--- src/hdl/sdf_cfg.svh ---
// Constants for the delta-sigma sinc decimator
`ifndef SDF_CFG_SVH
`define SDF_CFG_SVH
`define SDF_SYS_CLK_MHZ 100
`define SDF_MOD_CLK_MHZ 20
`define SDF_MOD_DIV (`SDF_SYS_CLK_MHZ / `SDF_MOD_CLK_MHZ)
`define SDF_MOD_HALF (`SDF_MOD_DIV / 2)
`define SDF_ORDER 3
`define SDF_DECIM 256
`define SDF_DIFF_DELAY 1
`define SDF_FIFO_DEPTH 8
`endif

--- src/hdl/sdf_fifo.sv ---
// Kept empty: the sample FIFO module sits beside the decimator logic

--- src/hdl/sdf_pkg.sv ---
// Types for the delta-sigma sinc decimator
package sdf_pkg;
	typedef struct packed {
		logic overRange;
		logic [31:0] value;
	} sdf_sample_t;
endpackage : sdf_pkg

--- src/hdl/sdf_decimator.sv ---
// Sinc (CIC) decimator for a delta-sigma modulator bitstream
`timescale 1ns/1ns
`default_nettype none
`include "sdf_cfg.svh"
// Behaviour
// RQ1: Link is a bit line plus a clock line that this block drives.
// RQ2: One modulator bit is taken per modulator clock cycle.
// RQ3: Modulator changes its bit only on the falling clock edge.
// RQ4: Modulator clock runs at 20 MHz; one bit filtered per cycle.
// RQ5: Ones density tracks input; filter recovers it by averaging.
// RQ6: Zero input gives ones half the time, mid-scale output.
// RQ7: Full scale gives 90 or 10 percent ones.
// RQ8: Beyond absolute full scale the stream is all ones or zeros.
// RQ9: Filter uses only adders, subtractors and delay registers.
// RQ10: N integrator stages run at the full bit rate.
// RQ11: Order and decimation are parameters; third order by default.
// RQ12: Each integrator adds its input to its previous output.
// RQ13: Every R-th integrator sample feeds N comb stages at low rate.
// RQ14: Comb output is input minus input M samples ago; M is 1 or 2.
// RQ15: Bit is sampled at the rising modulator clock edge.
// RQ16: Wrap-around two's-complement registers sized for exact output.
module sdf_decimator #(
	parameter int ORDER = `SDF_ORDER,
	parameter int DECIM = `SDF_DECIM,
	parameter int DIFF_DELAY = `SDF_DIFF_DELAY,
	parameter int FIFO_DEPTH = `SDF_FIFO_DEPTH
) (
	// Clock and reset
	input wire logic clock,
	input wire logic rst_n,
	// Modulator link
	output logic modulatorClockOut,
	input wire logic modulatorData,
	// Sample stream
	output logic sampleValid,
	input wire logic sampleReady,
	output sdf_pkg::sdf_sample_t sample
);
	// Growth is N*log2(R*M); a signed +1/-1 input needs two bits, else +full scale wraps
	localparam int ACC_W = ORDER * $clog2(DECIM * DIFF_DELAY) + 2;
	localparam int OUT_W = 32;
	localparam int DIV_W = 4;
	localparam int DEC_W = $clog2(DECIM) + 1;

	logic [DIV_W-1:0] divCount;
	logic [1:0] dataSync;
	logic [1:0] clockSync;
	logic clockSeen;
	logic bitStrobe;
	logic [ACC_W-1:0] integ [ORDER];
	logic [ACC_W-1:0] combIn [ORDER+1];
	logic [ACC_W-1:0] combHist [ORDER][DIFF_DELAY];
	logic [DEC_W-1:0] decCount;
	logic decStrobe;
	logic combValid;
	logic [ACC_W-1:0] combOut;
	logic allSame;
	logic onesRun;
	logic fifoReady;
	sdf_pkg::sdf_sample_t fifoIn;
	logic [ACC_W-1:0] integInput;

	// Modulator clock divided from the system clock, high three of five cycles
	always_ff @(posedge clock or negedge rst_n) begin
		if (!rst_n) begin
			divCount <= '0;
			modulatorClockOut <= 1'b0;
		end else if (divCount == DIV_W'(`SDF_MOD_DIV - 1)) begin
			divCount <= '0;
			modulatorClockOut <= 1'b0;
		end else begin
			divCount <= divCount + 1'b1;
			if (divCount == DIV_W'(`SDF_MOD_HALF - 1)) begin
				modulatorClockOut <= 1'b1; // RQ1 RQ4
			end
		end
	end

	// Pin and clock echo pass two flops; the bit settles after the falling edge
	always_ff @(posedge clock or negedge rst_n) begin
		if (!rst_n) begin
			dataSync <= '0;
			clockSync <= '0;
			clockSeen <= 1'b0;
		end else begin
			dataSync <= {dataSync[0], modulatorData};
			clockSync <= {clockSync[0], modulatorClockOut};
			clockSeen <= clockSync[1];
		end
	end

	// One bit per rising modulator clock edge, delayed equally to the data
	assign bitStrobe = clockSync[1] && !clockSeen; // RQ2 RQ3 RQ15

	// Bit mapped to +1/-1 so zero input averages to zero
	assign integInput = dataSync[1] ? ACC_W'(1) : {ACC_W{1'b1}}; // RQ5 RQ6

	genvar g;
	generate
		for (g = 0; g < ORDER; g++) begin : gInteg
			logic [ACC_W-1:0] stageIn;
			// First stage takes the bit; no out-of-range index for stage zero
			if (g == 0) begin : gFirst
				assign stageIn = integInput;
			end else begin : gNext
				assign stageIn = integ[g-1];
			end
			always_ff @(posedge clock or negedge rst_n) begin
				if (!rst_n) begin
					integ[g] <= '0;
				end else if (bitStrobe) begin
					integ[g] <= integ[g] + stageIn; // RQ9 RQ10 RQ12 RQ16
				end
			end
		end
	endgenerate

	// Decimation counter in bit cycles
	always_ff @(posedge clock or negedge rst_n) begin
		if (!rst_n) begin
			decCount <= '0;
			decStrobe <= 1'b0;
			allSame <= 1'b1;
			onesRun <= 1'b0;
		end else begin
			decStrobe <= 1'b0;
			if (bitStrobe) begin
				if (decCount == DEC_W'(DECIM - 1)) begin
					decCount <= '0;
					decStrobe <= 1'b1; // RQ13
				end else begin
					decCount <= decCount + 1'b1;
				end
				// Clipping check: a frame of identical bits
				if (decCount == '0) begin
					allSame <= 1'b1;
					onesRun <= dataSync[1];
				end else if (dataSync[1] != onesRun) begin
					allSame <= 1'b0;
				end
			end
		end
	end

	assign combIn[0] = integ[ORDER-1];

	generate
		for (g = 0; g < ORDER; g++) begin : gComb
			assign combIn[g+1] = combIn[g] - combHist[g][DIFF_DELAY-1]; // RQ14 RQ16
			always_ff @(posedge clock or negedge rst_n) begin
				if (!rst_n) begin
					for (int k = 0; k < DIFF_DELAY; k++) begin
						combHist[g][k] <= '0;
					end
				end else if (decStrobe) begin
					combHist[g][0] <= combIn[g];
					for (int k = 1; k < DIFF_DELAY; k++) begin
						combHist[g][k] <= combHist[g][k-1];
					end
				end
			end
		end
	endgenerate

	// Comb chain is combinational; one register at the low rate
	always_ff @(posedge clock or negedge rst_n) begin
		if (!rst_n) begin
			combOut <= '0;
			combValid <= 1'b0;
		end else begin
			combValid <= decStrobe && fifoReady;
			if (decStrobe) begin
				combOut <= combIn[ORDER]; // RQ11 RQ13
			end
		end
	end

	// Full frame of one bit value marks a clipped input
	assign fifoIn.overRange = allSame; // RQ7 RQ8
	assign fifoIn.value = OUT_W'($signed(combOut));

	sdf_fifo #(
		.WIDTH($bits(sdf_pkg::sdf_sample_t)),
		.DEPTH(FIFO_DEPTH)
	) uFifo (
		.clock(clock),
		.rst_n(rst_n),
		.inValid(combValid),
		.inReady(fifoReady),
		.inData(fifoIn),
		.outValid(sampleValid),
		.outReady(sampleReady),
		.outData(sample)
	);
endmodule : sdf_decimator

// Sample FIFO with valid/ready on both sides
module sdf_fifo #(
	parameter int WIDTH = 33,
	parameter int DEPTH = 8
) (
	// Clock and reset
	input wire logic clock,
	input wire logic rst_n,
	// Write side
	input wire logic inValid,
	output logic inReady,
	input wire logic [WIDTH-1:0] inData,
	// Read side
	output logic outValid,
	input wire logic outReady,
	output logic [WIDTH-1:0] outData
);
	localparam int AW = (DEPTH > 1) ? $clog2(DEPTH) : 1;
	logic [WIDTH-1:0] mem [DEPTH];
	logic [AW-1:0] wrPtr;
	logic [AW-1:0] rdPtr;
	logic [AW:0] count;
	logic doWrite;
	logic doRead;

	assign doWrite = inValid && inReady;
	assign doRead = outValid && outReady;

	always_ff @(posedge clock or negedge rst_n) begin
		if (!rst_n) begin
			wrPtr <= '0;
			rdPtr <= '0;
			count <= '0;
			inReady <= 1'b1;
			outValid <= 1'b0;
		end else begin
			if (doWrite) begin
				wrPtr <= (wrPtr == AW'(DEPTH - 1)) ? '0 : wrPtr + 1'b1;
			end
			if (doRead) begin
				rdPtr <= (rdPtr == AW'(DEPTH - 1)) ? '0 : rdPtr + 1'b1;
			end
			count <= count + (AW+1)'(doWrite) - (AW+1)'(doRead);
			inReady <= (count + (AW+1)'(doWrite) - (AW+1)'(doRead)) != (AW+1)'(DEPTH);
			outValid <= (count + (AW+1)'(doWrite) - (AW+1)'(doRead)) != '0;
		end
	end

	always_ff @(posedge clock) begin
		if (doWrite) begin
			mem[wrPtr] <= inData;
		end
	end

	// Registered output; with one entry left the head is the just-written word
	always_ff @(posedge clock or negedge rst_n) begin
		if (!rst_n) begin
			outData <= '0;
		end else if (doRead && count > 1) begin
			outData <= mem[(rdPtr == AW'(DEPTH - 1)) ? '0 : rdPtr + 1'b1];
		end else if (doWrite && (count == 0 || (doRead && count == 1))) begin
			outData <= inData;
		end
	end
endmodule : sdf_fifo
`default_nettype wire

--- config.mk ---
export PLATFORM = sky130hd
export DESIGN_NAME = sdf_decimator
export DESIGN_NICKNAME = d
export VERILOG_FILES = /design/src/hdl/sdf_fifo.sv /design/src/hdl/sdf_pkg.sv /design/src/hdl/sdf_decimator.sv
export VERILOG_INCLUDE_DIRS = /design/src /design/src/hdl
export SDC_FILE = /design/constraint.sdc
export NUM_CORES = 1
export LEC_CHECK = 0
export ABC_AREA = 1
export BUFFER_PORTS_ARGS = -buffer_cell sky130_fd_sc_hd__buf_2
export CAP_MARGIN = 20
export CORE_UTILIZATION = 50
export CTS_BUF_LIST = sky130_fd_sc_hd__clkbuf_4 sky130_fd_sc_hd__clkbuf_8 sky130_fd_sc_hd__clkbuf_16
export CTS_CLUSTER_DIAMETER = 120
export DETAILED_ROUTE_END_ITERATION = 10
export PLACE_DENSITY = 0.77
export SYNTH_ARGS = -nofsm -noshare
export SYNTH_HDL_FRONTEND = slang
export SYNTH_SLANG_ARGS = --single-unit
--- constraint.sdc ---
create_clock -name clock -period 4.1 [get_ports clock]
set_input_delay 0.615 -clock clock [delete_from_list [all_inputs] [get_ports clock]]
set_output_delay 0.615 -clock clock [all_outputs]
set_load 0.02 [all_outputs]
# Word-level counts from Yosys, hierarchy flattened
# Memory sizes are Yosys's and may differ from the RTL's.
# Cells that the tools add are included.
dict set report word_totals {
  regBits 250
  latch_bits 0
  mem_bits_rw 264
  romBits 0
  word_cells 77
  mem_count 1
}
# memory depth word_bits read_ports rd_clocked_by_memory_dff wr line_no
set mem_list {}
lappend mem_list {uFifo.mem 8 33 1 0 1 sdf_decimator.sv:215} ;# logic [WIDTH-1:0] mem [DEPTH];
dict set report classes {
  n_addsub 12
  mul 0
  div 0
  n_lt_le_gt_ge 1
  n_eq_ne 8
  n_shift 0
  muxes 15
  bitwise 0
  n_reduce_logical 17
}
# operator count
set op_table {}
lappend op_table {{adder 26 bit} 3}
lappend op_table {{subtractor 26 bit} 3}
lappend op_table {{two-way mux 33 bit} 2}
lappend op_table {{two-way mux 26 bit} 1}
lappend op_table {{adder 9 x 1 -> 9 bit, second input constant} 1}
lappend op_table {{equality test 9 x 8 -> 1 bit, second input constant} 1}
lappend op_table {{logical NOT 9 bit} 1}
lappend op_table {{two-way mux 9 bit} 1}
lappend op_table {{equality test 4 x 1 -> 1 bit, second input constant} 2}
lappend op_table {{two-way mux 1 bit} 8}
lappend op_table {{logical AND 1 bit} 7}
lappend op_table {{adder 3 x 1 -> 3 bit, second input constant} 2}
lappend op_table {{equality test 3 bit, second input constant} 2}
lappend op_table {{two-way mux 3 bit} 2}
lappend op_table {{nonzero test 2 bit} 3}
lappend op_table {{adder 4 x 1 -> 4 bit} 1}
lappend op_table {{adder 4 x 1 -> 4 bit, second input constant} 1}
lappend op_table {{equality test 4 x 3 -> 1 bit, second input constant} 1}
lappend op_table {{greater-than comparator 4 x 1 -> 1 bit, second input constant} 1}
lappend op_table {{logical NOT 4 bit} 1}
lappend op_table {{two-way mux 4 bit} 1}
lappend op_table {{!= test 4 bit, second input constant} 1}
lappend op_table {{AND reduction 2 bit} 2}
lappend op_table {{nonzero test 4 bit} 1}
lappend op_table {{4 further kinds} 4}

# Longest topological paths before layout
# Gate-level depths: netlist of the first run.
dict set report logic_depth {
  depth_word 6
  mapped_depth 31
  ltp_nobuf 31
}

# By module
# Synthesis of the first run repeated with hierarchy kept, for this count alone.
dict set report hier_totals {
  hier_cells 3370
  hier_area_um2 29030.3
}
# mod n_inst cells_each area_each_um2 seq_area_each_um2
set modules_own_cells {}
lappend modules_own_cells {sdf_decimator 1 2069 15578.7 5131.2}
lappend modules_own_cells {sdf_fifo 1 1301 13451.7 9054.9}

# Worst setup path after synthesis of the first run
# Ideal clock, no wire load.
dict set report synth_path {
  kind {register -> register}
  startpoint {register integ (netlist bit combIn[78])}
  endpoint {register combOut[22]}
  setup_ns 0.082
  arrival_time_ns 4.261
  slack_ns -0.243
  stages_incl_launch_ff 27
  n_path_buf 0
  cell_sequence {dfrtp_1 > inv_1 > ha_1 > fa_1 > inv_1 > a21oi_2 > o21ai_4 > a21oi_2 > o21ai_2 > xor2_1 > ha_1 > nand2_1 > inv_1 > nand3_1 > o211ai_1 > a21oi_1 > o21ai_1 > or2_1 > and2_1 > ha_1 > nand2_1 > o21ai_0 > nor2_1 > nand3_1 > a31o_2 > or2_1 > a31oi_1}
}
# item line_no
set synth_lines {}
lappend synth_lines {{start, declared} sdf_decimator.sv:50} ;# logic [ACC_W-1:0] integ [ORDER];
lappend synth_lines {{start signal, assigned by index} sdf_decimator.sv:112} ;# integ[g] <= integ[g] + stageIn;
lappend synth_lines {{end signal, assigned} sdf_decimator.sv:173} ;# combOut <= combIn[ORDER];
lappend synth_lines {{end, declared} sdf_decimator.sv:56} ;# logic [ACC_W-1:0] combOut;

==> results of run 1 <==
==> flip-flops by register name, indices dropped and copies added, names as in the netlist, 9 cells and up <==
signal	flops
uFifo.mem	216
decCount	9
combHist	78
combIn	26
combOut	26
gInteg.stageIn	52
uFifo.outData	27
==> per-layer routing <==
layer	vias up	global-route usage
met3	207	0.0295
met2	751	0.450
met5	-	0
li1	10300	-
met1	10200	0.287
met4	0	0.115
==> worst max-delay path: stages, from the launching register on <==
cell      delay, ns
dfrtp_1        0.41
ha_4           0.18
fa_2           0.38
inv_2          0.09
a21oi_4        0.07
o21ai_4        0.23
buf_4          0.18
xor2_4         0.18
ha_4           0.24
a21o_1         0.21
a21oi_2        0.20
a21boi_4       0.24
o21ai_2        0.11
xor2_2         0.23
ha_4           0.26
a21oi_2        0.17
o21ai_1        0.10
inv_1          0.09
nor2_1         0.06
nor2_2         0.15
nand3_2        0.14
a31o_2         0.23
or2_1          0.21
a31oi_1        0.14
==> cell usage in the layout (no fill, tap or decap), types with 10 or more instances in the layout <==
cell       Yosys  final
ha_1         163    139
a31oi_1       38     35
nand3_2        7     17
clkbuf_4       0     10
nor3_1        28     24
or2_2         11     11
nor2_1       271    250
o211ai_1      35     35
o21ai_1       16     14
a21o_1        19     19
a21oi_1      205    174
xor2_2         0     10
nand2_2        7     18
edfxtp_1     216    216
dfrtp_1      242    241
clkbuf_16      0     49
o21ai_2       13     23
nand2_1      493    476
ha_4           0     24
nand3_1       89     79
o221ai_1      28     27
buf_4          7    281
inv_2          3     12
xor2_1        49     37
o22ai_1       27     27
o21ai_0      305    297
a21oi_2       16     40
or2_1         12     12
xnor2_1       43     34
nor2_2         9     27
inv_1        267    257
buf_2          5     37
nand4_1       22     22
o21a_1        11     11
==> worst max-delay path by stage <==
| stage | slack [ns] | cells past startpoint | end | start |
|---|---|---|---|---|
| 6_report | -0.46 | 23 | combOut[22] | combHist[52] |
| 5_1_grt | -0.71 | 27 | combOut[23] | combHist[52] |
| 4_1_cts | -0.32 | 25 | combOut[22] | combHist[52] |
| 3_5_place_dp | -0.61 | 26 | combOut[25] | combIn[78] |
| 3_3_place_gp | -0.50 | 26 | combOut[25] | combIn[78] |
| 2_1_floorplan | -0.06 | 25 | combOut[22] | combIn[78] |
==> kinds of logic after synthesis <==
family                     after synthesis  synth area share
adders and majority gates              170            0.0853
DFF                                    460             0.493
xor gates and xnor gates                92            0.0315
buffers and inverters                  364            0.0547
AOI/OAI and AO/OA                      754             0.173
and+or+nand+nor                        982             0.162
==> what timing repair did <==
item	CTS	global route
setup buffers	13	15
setup endpoints to repair	16	18
endpoints found under the hold margin	0	0
pin swaps	47	70
gates resized for setup	70	118
hold buffers	0	0
==> per-stage QoR <==
stage	hold WS [ns]	std cells	TNS, ns
after floorplan	0.319	2822	-0.0775
after global placement	0.340	3702	-3.22
after detailed placement	0.344	3702	-4.53
after CTS	0.0367	3806	-1.96
after global routing	0.0784	3820	-6.32
final	0.0286	3820	-2.91
==> cell type report <==
type	count	area [µm²]
Fill cell	3989	19000
Clock inverter	26	332
Tap cell	672	841
Clock buffer	65	1380
Timing Repair Buffer	328	2440
Inverter	271	1020
Multi-Input combinational cell	1998	12700
Sequential cell	460	12600
==> flow_results.org, run 1 <==
** Detailed routing
- Dividing the detail-routed via count by the number of cells gives approximately 5.6.
- M1 WL :: between 20,000 and 30,000 µm
- After detailed routing, the number of remaining DRC violations is 0.
- Router iterations before antenna repair :: 6
- In the detailed route, the total length drawn on met3 is between 3000 and 4000 µm.
- Via count :: around 21,000
- Summed over all nets, wire length on met2 after detailed routing comes to between 30,000 and 40,000 µm.
- Signal routing reaches up to met4.
- Routed Antenna Nets :: 0
- WL/cell :: 17.2 µm
- DRC marker count from the first detailed-route iteration :: 1,429
- Total Routed Length :: about 66,000 µm

** Floorplanning
- For this configuration, the core starts out at a cell density of 0.508.
- Ports :: 39
- Die area :: between 0.05 and 0.06 mm²
- In this run the standard cell core region covers ~0.050 mm².
- Core Rows :: 82
- The die is between 200 and 250 µm tall.
- Die Span X :: around 230 µm

** Placed design
- HPWL Detailed :: 44,100 µm
- OpenSTA, run right after detailed placement, puts the worst setup slack at -0.609 ns.
- Input and output buffers added on the ports amount to 38.
- In this run the cell area measured after placement is between 0.02 and 0.03 mm².
- Final weighted congestion of routability-driven global placement :: between 0.9 and 1

** Synthesis
- Count of flip-flops with a built-in enable after synthesis :: 216
- Post-synth top area cell :: edfxtp_1
- Sorting the synthesized cells by area gives the leading types as edfxtp_1, dfrtp_1, ha_1.
- Combined area of all synthesized cells :: 0.0256 mm²
- The Yosys step of the flow raised 0 warnings.
- Area share of the leading cell type in the synthesized netlist :: 0.254
- For this run, the register share of the synthesized area comes to 0.493.
- Async set-or-reset flop fraction in the synthesized netlist :: 0.530
- Netlist cell types :: a little under 60
- Synthesis produced approximately 2,800 cells.
- Mapped Nets :: around 3,000
- In the synthesized netlist, the cells that appear most often are nand2_1, o21ai_0, nor2_1, inv_1, dfrtp_1.
- Flip-flop and latch count after synthesis :: 460
- After synthesis, the mean cell area works out to about 9.1 µm².
- For this run, the leading register cell type out of synthesis is dfrtp_1.
- By instance count, the leading cell after synthesis is nand2_1.

** Outcome
- Failing checks :: negative setup slack
- Outcome :: finished, violations left

** STA
- Max-slew headroom :: 0.250
- Number of endpoints with negative hold slack in the final report :: 0
- Count of pins over their slew limit :: 0
- Setup slack on the critical path of the routed design comes to -0.463 ns.
- Unrepaired setup endpoints after global routing :: true
- Worst setup skew after layout :: roughly 0.024 ns
- Post-route minimum period :: between 4 and 5 ns
- Of the available clock period, the critical path in the final layout requires 1.11.
- For the pin with the worst max-slew slack, the measured transition is between 1 and 1.5 ns.
- Setup violations remaining at the end of the flow were counted as 11.
- Based on the critical path, the design can be clocked at up to around 220 MHz.

** Hold path
- Worst min-delay path class :: primary input to async pin

** Final layout
- Measured on the finished design, the core utilization comes to 0.622.
- After the last flow step, the layout net total stands at around 3,300.
- Antenna Diode Count :: 0
- Share of layout cells above drive strength 1 :: 0.215
- Area of all placed cells without fillers :: 0.0313 mm²
- From synthesis to final layout, the design area changed by 22.4%.

** Clock tree
- Number of H-tree levels :: 2
- Clock edge transition at the registers on the reported setup and hold paths :: 0.06 ns
- At the later pin of the worst-skew pair, clock insertion delay measures 0.59 ns.
- Root Buffer :: clkbuf_16
- Counting the buffers created by CTS gives between 40 and 50.
- Max clock buf depth :: 3
- The clock net in this run drives a total of 460 sinks.
- Clock tree from TritonCTS :: done

** Critical path
- Data arrival time at the worst-slack endpoint :: just over 5 ns
- Worst Reg2Reg Path Length in Cells :: 23
- Reg-to-reg startpoint :: combHist[52]
- The setup check on the worst reg-to-reg path leaves a slack of -0.46 ns.
- Required arrival time at the worst endpoint :: between 4 and 5 ns
- The worst setup path is captured at a flip-flop.
- In this run the worst path has a maximum fanout of 4.
- In this run the critical register-to-register path is captured at combOut[22].
- The critical path in this run is classified as flip-flop to flip-flop.
- STA classifies the critical path startpoint as a flip-flop.

** GRT
- The first global-routing pass estimated ~110,000 µm of wire.
- The via count of the first global-routing pass is approximately 22,000.
- Maximum number of pins on one net before global-route repair :: 120
- Global route total overflow :: 0
- The number of antenna violations at the first check in global routing was 0.
- In the global route stage, overall resource usage came out at 0.246.

** Job
- Across the run, the number of max-cap violations was 0.
Power of run 1 is not shown: default switching activity piles up to over one toggle a cycle in this logic, so the estimate is an artifact.
==> run 2, diff against run 1 <==
Settings changed: CORE_ASPECT_RATIO from default to 0.9.
Clock period 4.1 ns to 3.8 ns, I/O delays scaled along.
==> flow_results.org, run 2 (same netlist as run 1, synthesis figures left out) <==
** Final layout
- Area of all placed cells without fillers :: 0.0318 mm²
- The filler cells instantiated in the layout total about 4,000.
- Final Core Density :: 0.630
- Antenna Diode Count :: 0
- Ranked by flip-flop count, first place goes to uFifo.mem.
- The area growth from synthesis to layout is 24.5%.
- The register with the most flip-flops in the layout has roughly 220 of them.
- Most frequent standard cell in the layout excluding fill and tap cells :: nand2_1
- The top cell types in the final layout, fill and taps aside, are nand2_1, buf_4, o21ai_0, inv_1, nor2_1.
- The net count of the finished layout is roughly 3,300.
- In the final layout, the share of cells above drive strength 1 is 0.233.

** Floorplanning
- The die covers ~0.052 mm².
- Core Rows :: between 70 and 80
- DIE HEIGHT :: approximately 220 µm
- Die Span X :: about 240 µm
- Ports :: 39
- The initial utilization of the core area, before any placement, comes to 0.506.
- The core region is 0.0505 mm².

** Critical path
- Reg-to-reg startpoint :: combIn[78]
- Measured in cells, the most critical reg-to-reg path has a length of 25.
- The worst setup path is captured at a flip-flop.
- Crit path launch type :: flip-flop
- Data arrival time at the worst-slack endpoint :: ~5.1 ns
- Type of the setup path with the least slack :: flip-flop to flip-flop
- The worst register-to-register path ends at combOut[22].
- Required arrival time at the worst endpoint :: ~4.3 ns
- Critical Path Fanout Max :: 5
- For flop-to-flop paths, the worst setup slack is -0.75 ns.

** STA
- Count of pins over their slew limit :: 0
- The worst path in the final design needs a cycle of about 4.6 ns, including I/O delays and setup.
- Maximum frequency from static timing analysis :: 220 MHz
- For the final database, setup skew stands at between 0.01 and 0.015 ns.
- In the finished design, the share of the clock period the worst path needs comes to 1.20.
- Once routing completed, OpenROAD measured the worst setup slack at -0.754 ns.
- Unrepaired setup endpoints after global routing :: true
- Max-slew headroom :: 0.250
- At the pin with the least slew margin, the transition time is 1.12 ns.
- The final-report hold violation count came to 0.
- Setup-violating endpoint count in the final report :: 18

** Detailed routing
- Number of vias per cell after detailed routing :: 5.59
- Routed Antenna Nets :: 0
- Total Routed Length :: between 60,000 and 70,000 µm
- In the routed design, unresolved DRC markers number 0.
- Router iterations before antenna repair :: 6
- In the final routed layout, each cell accounts on average for ~18 µm.
- DRC marker count from the first detailed-route iteration :: between 1,500 and 2,000
- The detailed router placed between 20,000 and 25,000 vias in this run.

** Outcome
- Outcome :: finished, violations left
- Failing checks :: negative setup slack

** Clock tree
- Inserted Clock Buffers :: between 40 and 50
- Root Buffer :: clkbuf_16
- Max clock buf depth :: 3
- Number of H-tree levels :: 2
- Clock-pin slew was measured on the worst setup and hold paths at roughly 0.060 ns.
- TritonCTS built the clock tree.
- The tree built by TritonCTS fans out to 460 sinks.
- Clock insertion delay at the later pin of the skew report :: approximately 0.60 ns

** Placed design
- After detailed placement, the total cell area comes to approximately 0.029 mm².
- Count of input and output buffers :: 38
- Final weighted congestion of routability-driven global placement :: between 0.8 and 0.9
- HPWL Detailed :: between 40,000 and 50,000 µm

** Hold path
- Hold Startpoint :: modulatorData
- The worst hold path terminates at dataSync[0].
- Along the worst hold path, the cell count comes to 1.
- In this run the worst hold path is classified as primary input to flip-flop.

** GRT
- The first global-routing pass estimated around 110,000 µm of wire.
- Gr usage total :: 0.257
- The number of antenna violations at the first check in global routing is 0.
- Entering global routing, the biggest net connects around 110 pins.
- The via count of the first global-routing pass is 21,300.
- Global route total overflow :: 0

** Job
- Max-cap violations :: 0
-- run 2: cell types whose count changed in the layout (fill, tap and decap cells not counted), moves of 7 or more --
cell / previous run / this run
buf_6: 6 / 17
xor2_1: 37 / 29
o21ai_0: 297 / 290
nand2_1: 476 / 465
nand2_2: 18 / 25
buf_4: 281 / 297
-- run 2: how the worst max path moves through the flow --
stage               cells after the start  slack (ns)          end          from
global placement                       27       -0.59  combOut[22]    combIn[78]
floorplan                              24       -0.34  combOut[22]  combHist[52]
detailed placement                     24       -0.78  combOut[22]  combHist[52]
finish                                 25       -0.75  combOut[22]    combIn[78]
global route                           24       -1.02  combOut[22]    combIn[86]
CTS                                    27       -0.59  combOut[24]  combHist[52]
-- run 2: critical path, cell delays in order, from the launching register on --
cell and delay, ns:
dfrtp_1 0.36, inv_2 0.06, ha_4 0.16, fa_2 0.39
inv_2 0.08, a21oi_4 0.06, o21ai_4 0.25, a21boi_2 0.12
xnor2_1 0.16, ha_1 0.34, nand2_2 0.12, inv_2 0.10
nand3_2 0.09, nor3_2 0.24, a21oi_1 0.12, xnor2_1 0.26
ha_1 0.34, nand2_2 0.11, o21ai_1 0.08, inv_1 0.11
nor2_1 0.06, nor2_2 0.16, nand3_2 0.14, a31o_4 0.24
or2_1 0.20, a31oi_1 0.12
-- run 2: through the flow --
stage | instances | hold WS [ns] | worst slack, ns | TNS [ns]
6_report | 3855 | 0.0933 | -0.754 | -8.05
2_1_floorplan | 2822 | 0.274 | -0.339 | -1.41
3_3_place_gp | 3739 | 0.348 | -0.591 | -7.02
5_1_grt | 3855 | 0.0738 | -1.02 | -12.16
4_1_cts | 3841 | 0.0673 | -0.587 | -5.69
3_5_place_dp | 3739 | 0.338 | -0.785 | -8.59
-- run 2: repair_timing --
item	CTS	global route
resized for setup	92	153
buffers inserted	11	17
pin swaps	42	95
cloned	0	0
endpoints found under the hold margin	13	0
hold buffers	1	0
endpoints found under the setup margin	18	21
-- run 2: area by class of cell --
type                       instances  area, µm²  area share
tap                              680        851      0.0267
clock buffer                      63       1390      0.0436
multi-input combinational       1998      13000       0.408
sequential                       460      12600       0.396
inverter                         271       1020      0.0321
timing repair buffer             356       2690      0.0846
clock inverter                    27        290     0.00913
-- run 2: per-layer routing --
layer  up-vias  global-route usage  share of wire
li1      10400                   -              -
met3       164              0.0340          0.055
met4         0               0.112          0.036
met2       726               0.449           0.50
met5         -                   0              0
met1     10300               0.317           0.41
Power of run 2 is left out for the same reason.
==> run 3, diff against run 2 <==
Settings changed: BUFFER_PORTS_ARGS -buffer_cell sky130_fd_sc_hd__buf_2 to default, DONT_BUFFER_PORTS from default to 1.
==> flow_results.org, run 3 (same netlist as run 1, synthesis figures left out) <==
** Clock tree
- Root Buffer :: clkbuf_16
- Clock insertion delay at the later pin of the skew report :: approximately 0.60 ns
- The longest clock path from root to sink contains 3 buffers.
- Clock-pin slew was measured on the worst setup and hold paths at 0.06 ns.
- The tree built by TritonCTS fans out to 460 sinks.
- Clock tree from TritonCTS :: done
- After clock tree synthesis, the flow added hold-fix buffers numbering 1.
- Inserted Clock Buffers :: 47
- CTS built an H-tree with a depth of 2.

** Detailed routing
- Once detail routing completed, the nets flagged for antenna violations numbered 0.
- DRC marker count from the first detailed-route iteration :: 1,677
- Detailed routing inserted a total of approximately 21,000 vias.
- Dividing the detail-routed via count by the number of cells gives approximately 5.6.
- Dividing the detail-routed wire length by the instance count gives 17.8 µm.
- Drt drc :: 0
- The first detailed-routing pass took 5 iterations.
- Total Routed Length :: between 60,000 and 70,000 µm

** Floorplanning
- The die is 216 µm tall.
- Measured along the x axis, the die boundary spans 240 µm.
- Ports :: 39
- Die area :: 0.0520 mm²
- The initial utilization of the core area, before any placement, comes to 0.506.
- Placeable core region :: just over 0.05 mm²
- The floorplan has 78 rows.

** GRT
- Gr usage total :: 0.256
- Global route total overflow :: 0
- For this run, global-route usage on met2 was measured as 0.457.
- Maximum number of pins on one net before global-route repair :: 245
- Via count of the first global-routing pass :: 21,100
- For met3 alone, demand over resource in global routing was 0.0338.
- After global routing, the most crowded layer is met2.
- Global-route met1 utilization :: 0.320
- Wire length of the first global-routing pass :: 107,000 µm
- Initial antenna violation count :: 0

** STA
- Setup violations remaining at the end of the flow were counted as 17.
- Final hold analysis gives a worst-case slack of -0.314 ns.
- After layout, the worst setup slack is -0.665 ns.
- Max-slew headroom :: 0.252
- Period Utilization, post-route :: 1.17
- The final-report hold violation count came to 242.
- Subtracting the final worst setup slack from the clock period gives 4.46 ns.
- At the pin with the least slew margin, the transition time is roughly 1.1 ns.
- Setup repair after global routing could not meet its margin everywhere.
- Based on the critical path, the design can be clocked at up to around 220 MHz.
- Across the routed clock network, the largest skew measured is about 0.024 ns.
- The final count of pins violating max slew came to 0.

** Critical path
- In this run the critical register-to-register path is launched from combHist[52].
- In this run the register-to-register setup slack is -0.66 ns.
- Worst Reg2Reg Path Length in Cells :: 25
- Largest incremental delay on the critical path :: just over 0.4 ns
- Crit path launch type :: flip-flop
- Among all stages on the critical path, the largest delay is contributed by dfrtp_1.
- Type of the setup path with the least slack :: flip-flop to flip-flop
- Timing startpoint of the critical path :: combHist[52]
- At the worst endpoint, the required time is between 4 and 5 ns.
- Of all nets on the critical path, the largest fanout is 4.
- Data on the critical path arrives at its endpoint at about 5 ns.
- Buffers plus inverters on the worst setup path :: 5
- The critical path ends at combOut[22].
- Number of gates on the worst path with buffers counted :: 25
- The kind of cell with the highest combined delay along the critical path is compound AO/OA/AOI/OAI gates.
- The worst register-to-register path ends at combOut[22].
- Kind of capture point of the worst setup path :: flip-flop

** Final layout
- Register bank with the most flops :: uFifo.mem
- The register with the most flip-flops in the layout has ~220 of them.
- The multi-input combinational cells in the finished layout cover a total of ~0.013 mm².
- Most frequent standard cell in the layout excluding fill and tap cells :: nand2_1
- The repair_antennas step left the layout with diodes totalling 0.
- Commonest non-fill, non-tap cells in the layout :: nand2_1, buf_4, o21ai_0, inv_1, nor2_1
- In the final design database the tool counted ~3,300 nets.
- Combined flip-flop and latch cell area :: 0.0126 mm²
- Share of layout cells above drive strength 1 :: 0.212
- Number of filler instances in the final layout :: between 4,000 and 5,000
- Relative to the synthesized area, the layout overhead comes to 22.6%.

** Placed design
- Final weighted congestion of routability-driven global placement :: ~0.88
- Input and output buffers added on the ports amount to 0.
- After legalization and detailed placement, the total HPWL measured 44,000 µm.

** Outcome
- The flow ran to the end, but the final reports show violations.
- Failing checks :: negative hold slack, negative setup slack

** Hold path
- Worst min-delay path class :: primary input to async pin

** Job
- Max-cap violations in this run came to 0.
## run 3: cell count changes in the layout (fill, tap and decap cells not counted), moves of 4 or more
cell,previous run,this run
o21ai_1,18,23
buf_4,297,301
xnor2_1,33,37
buf_2,37,0
nand3_1,75,80
buf_6,17,10
o21ai_2,24,20
nand2_1,465,470
nor2_4,7,3
nand2_4,10,5
xnor2_2,8,4
## run 3: how the worst min path moves through the flow
stage                      from          end  slack (ns)  depth (start not counted)
after floorplan           rst_n    clockSeen        0.27                          0
after global placement    rst_n  divCount[1]        0.30                          0
after detailed placement  rst_n  divCount[1]        0.30                          0
after CTS                 rst_n  divCount[1]       -0.35                          0
after global routing      rst_n  divCount[1]       -0.35                          0
final                     rst_n  divCount[1]       -0.31                          0
## run 3: what timing repair did
item | in CTS | in global routing
setup buffers | 18 | 18
endpoints found under the setup margin | 19 | 22
endpoints found under the hold margin | 245 | 244
gates resized for setup | 60 | 130
pin swaps | 33 | 40
## run 3: layer usage
metal,part of all wire,up-vias
met5,0,-
met1,0.41,10200
met4,0.028,0
li1,-,10300
met3,0.060,149
met2,0.50,711
## run 3: final cells by class
| cell class | count | share of cell area |
|---|---|---|
| Clock buffer | 62 | 0.0429 |
| Clock inverter | 26 | 0.0117 |
| Inverter | 271 | 0.0325 |
| Multi-Input combinational cell | 1998 | 0.406 |
| Sequential cell | 460 | 0.402 |
| Tap cell | 680 | 0.0272 |
| Timing Repair Buffer | 314 | 0.0773 |
## run 3: worst register-to-register path: stages (launching register included)
cell	delay, ns
dfrtp_1	0.41
ha_4	0.17
fa_2	0.36
inv_2	0.09
a21oi_4	0.07
o21ai_4	0.23
buf_4	0.17
xor2_4	0.18
ha_4	0.23
a21o_1	0.22
a31oi_1	0.21
o21ai_2	0.11
a21oi_2	0.19
buf_4	0.15
xnor2_2	0.13
ha_4	0.25
buf_4	0.14
nand2_1	0.08
inv_1	0.07
nand3_1	0.12
nor2_2	0.06
nand4_1	0.11
nand3_2	0.09
a31o_2	0.22
or2_1	0.21
a31oi_1	0.12
## run 3: metrics by stage
| step | setup slack, ns | utilization | std cells | cell area (µm²) | TNS [ns] |
|---|---|---|---|---|---|
| 6_report | -0.665 | 0.621 | 3811 | 31300 | -7.67 |
| 4_1_cts | -0.617 | 0.606 | 3794 | 30600 | -6.96 |
| 3_3_place_gp | -0.950 | 0.562 | 3687 | 28400 | -7.60 |
| 5_1_grt | -1.00 | 0.621 | 3811 | 31300 | -12.44 |
| 3_5_place_dp | -0.999 | 0.562 | 3687 | 28400 | -9.15 |
| 2_1_floorplan | -0.339 | - | 2822 | 25800 | -1.41 |
Power of run 3 is left out for the same reason.
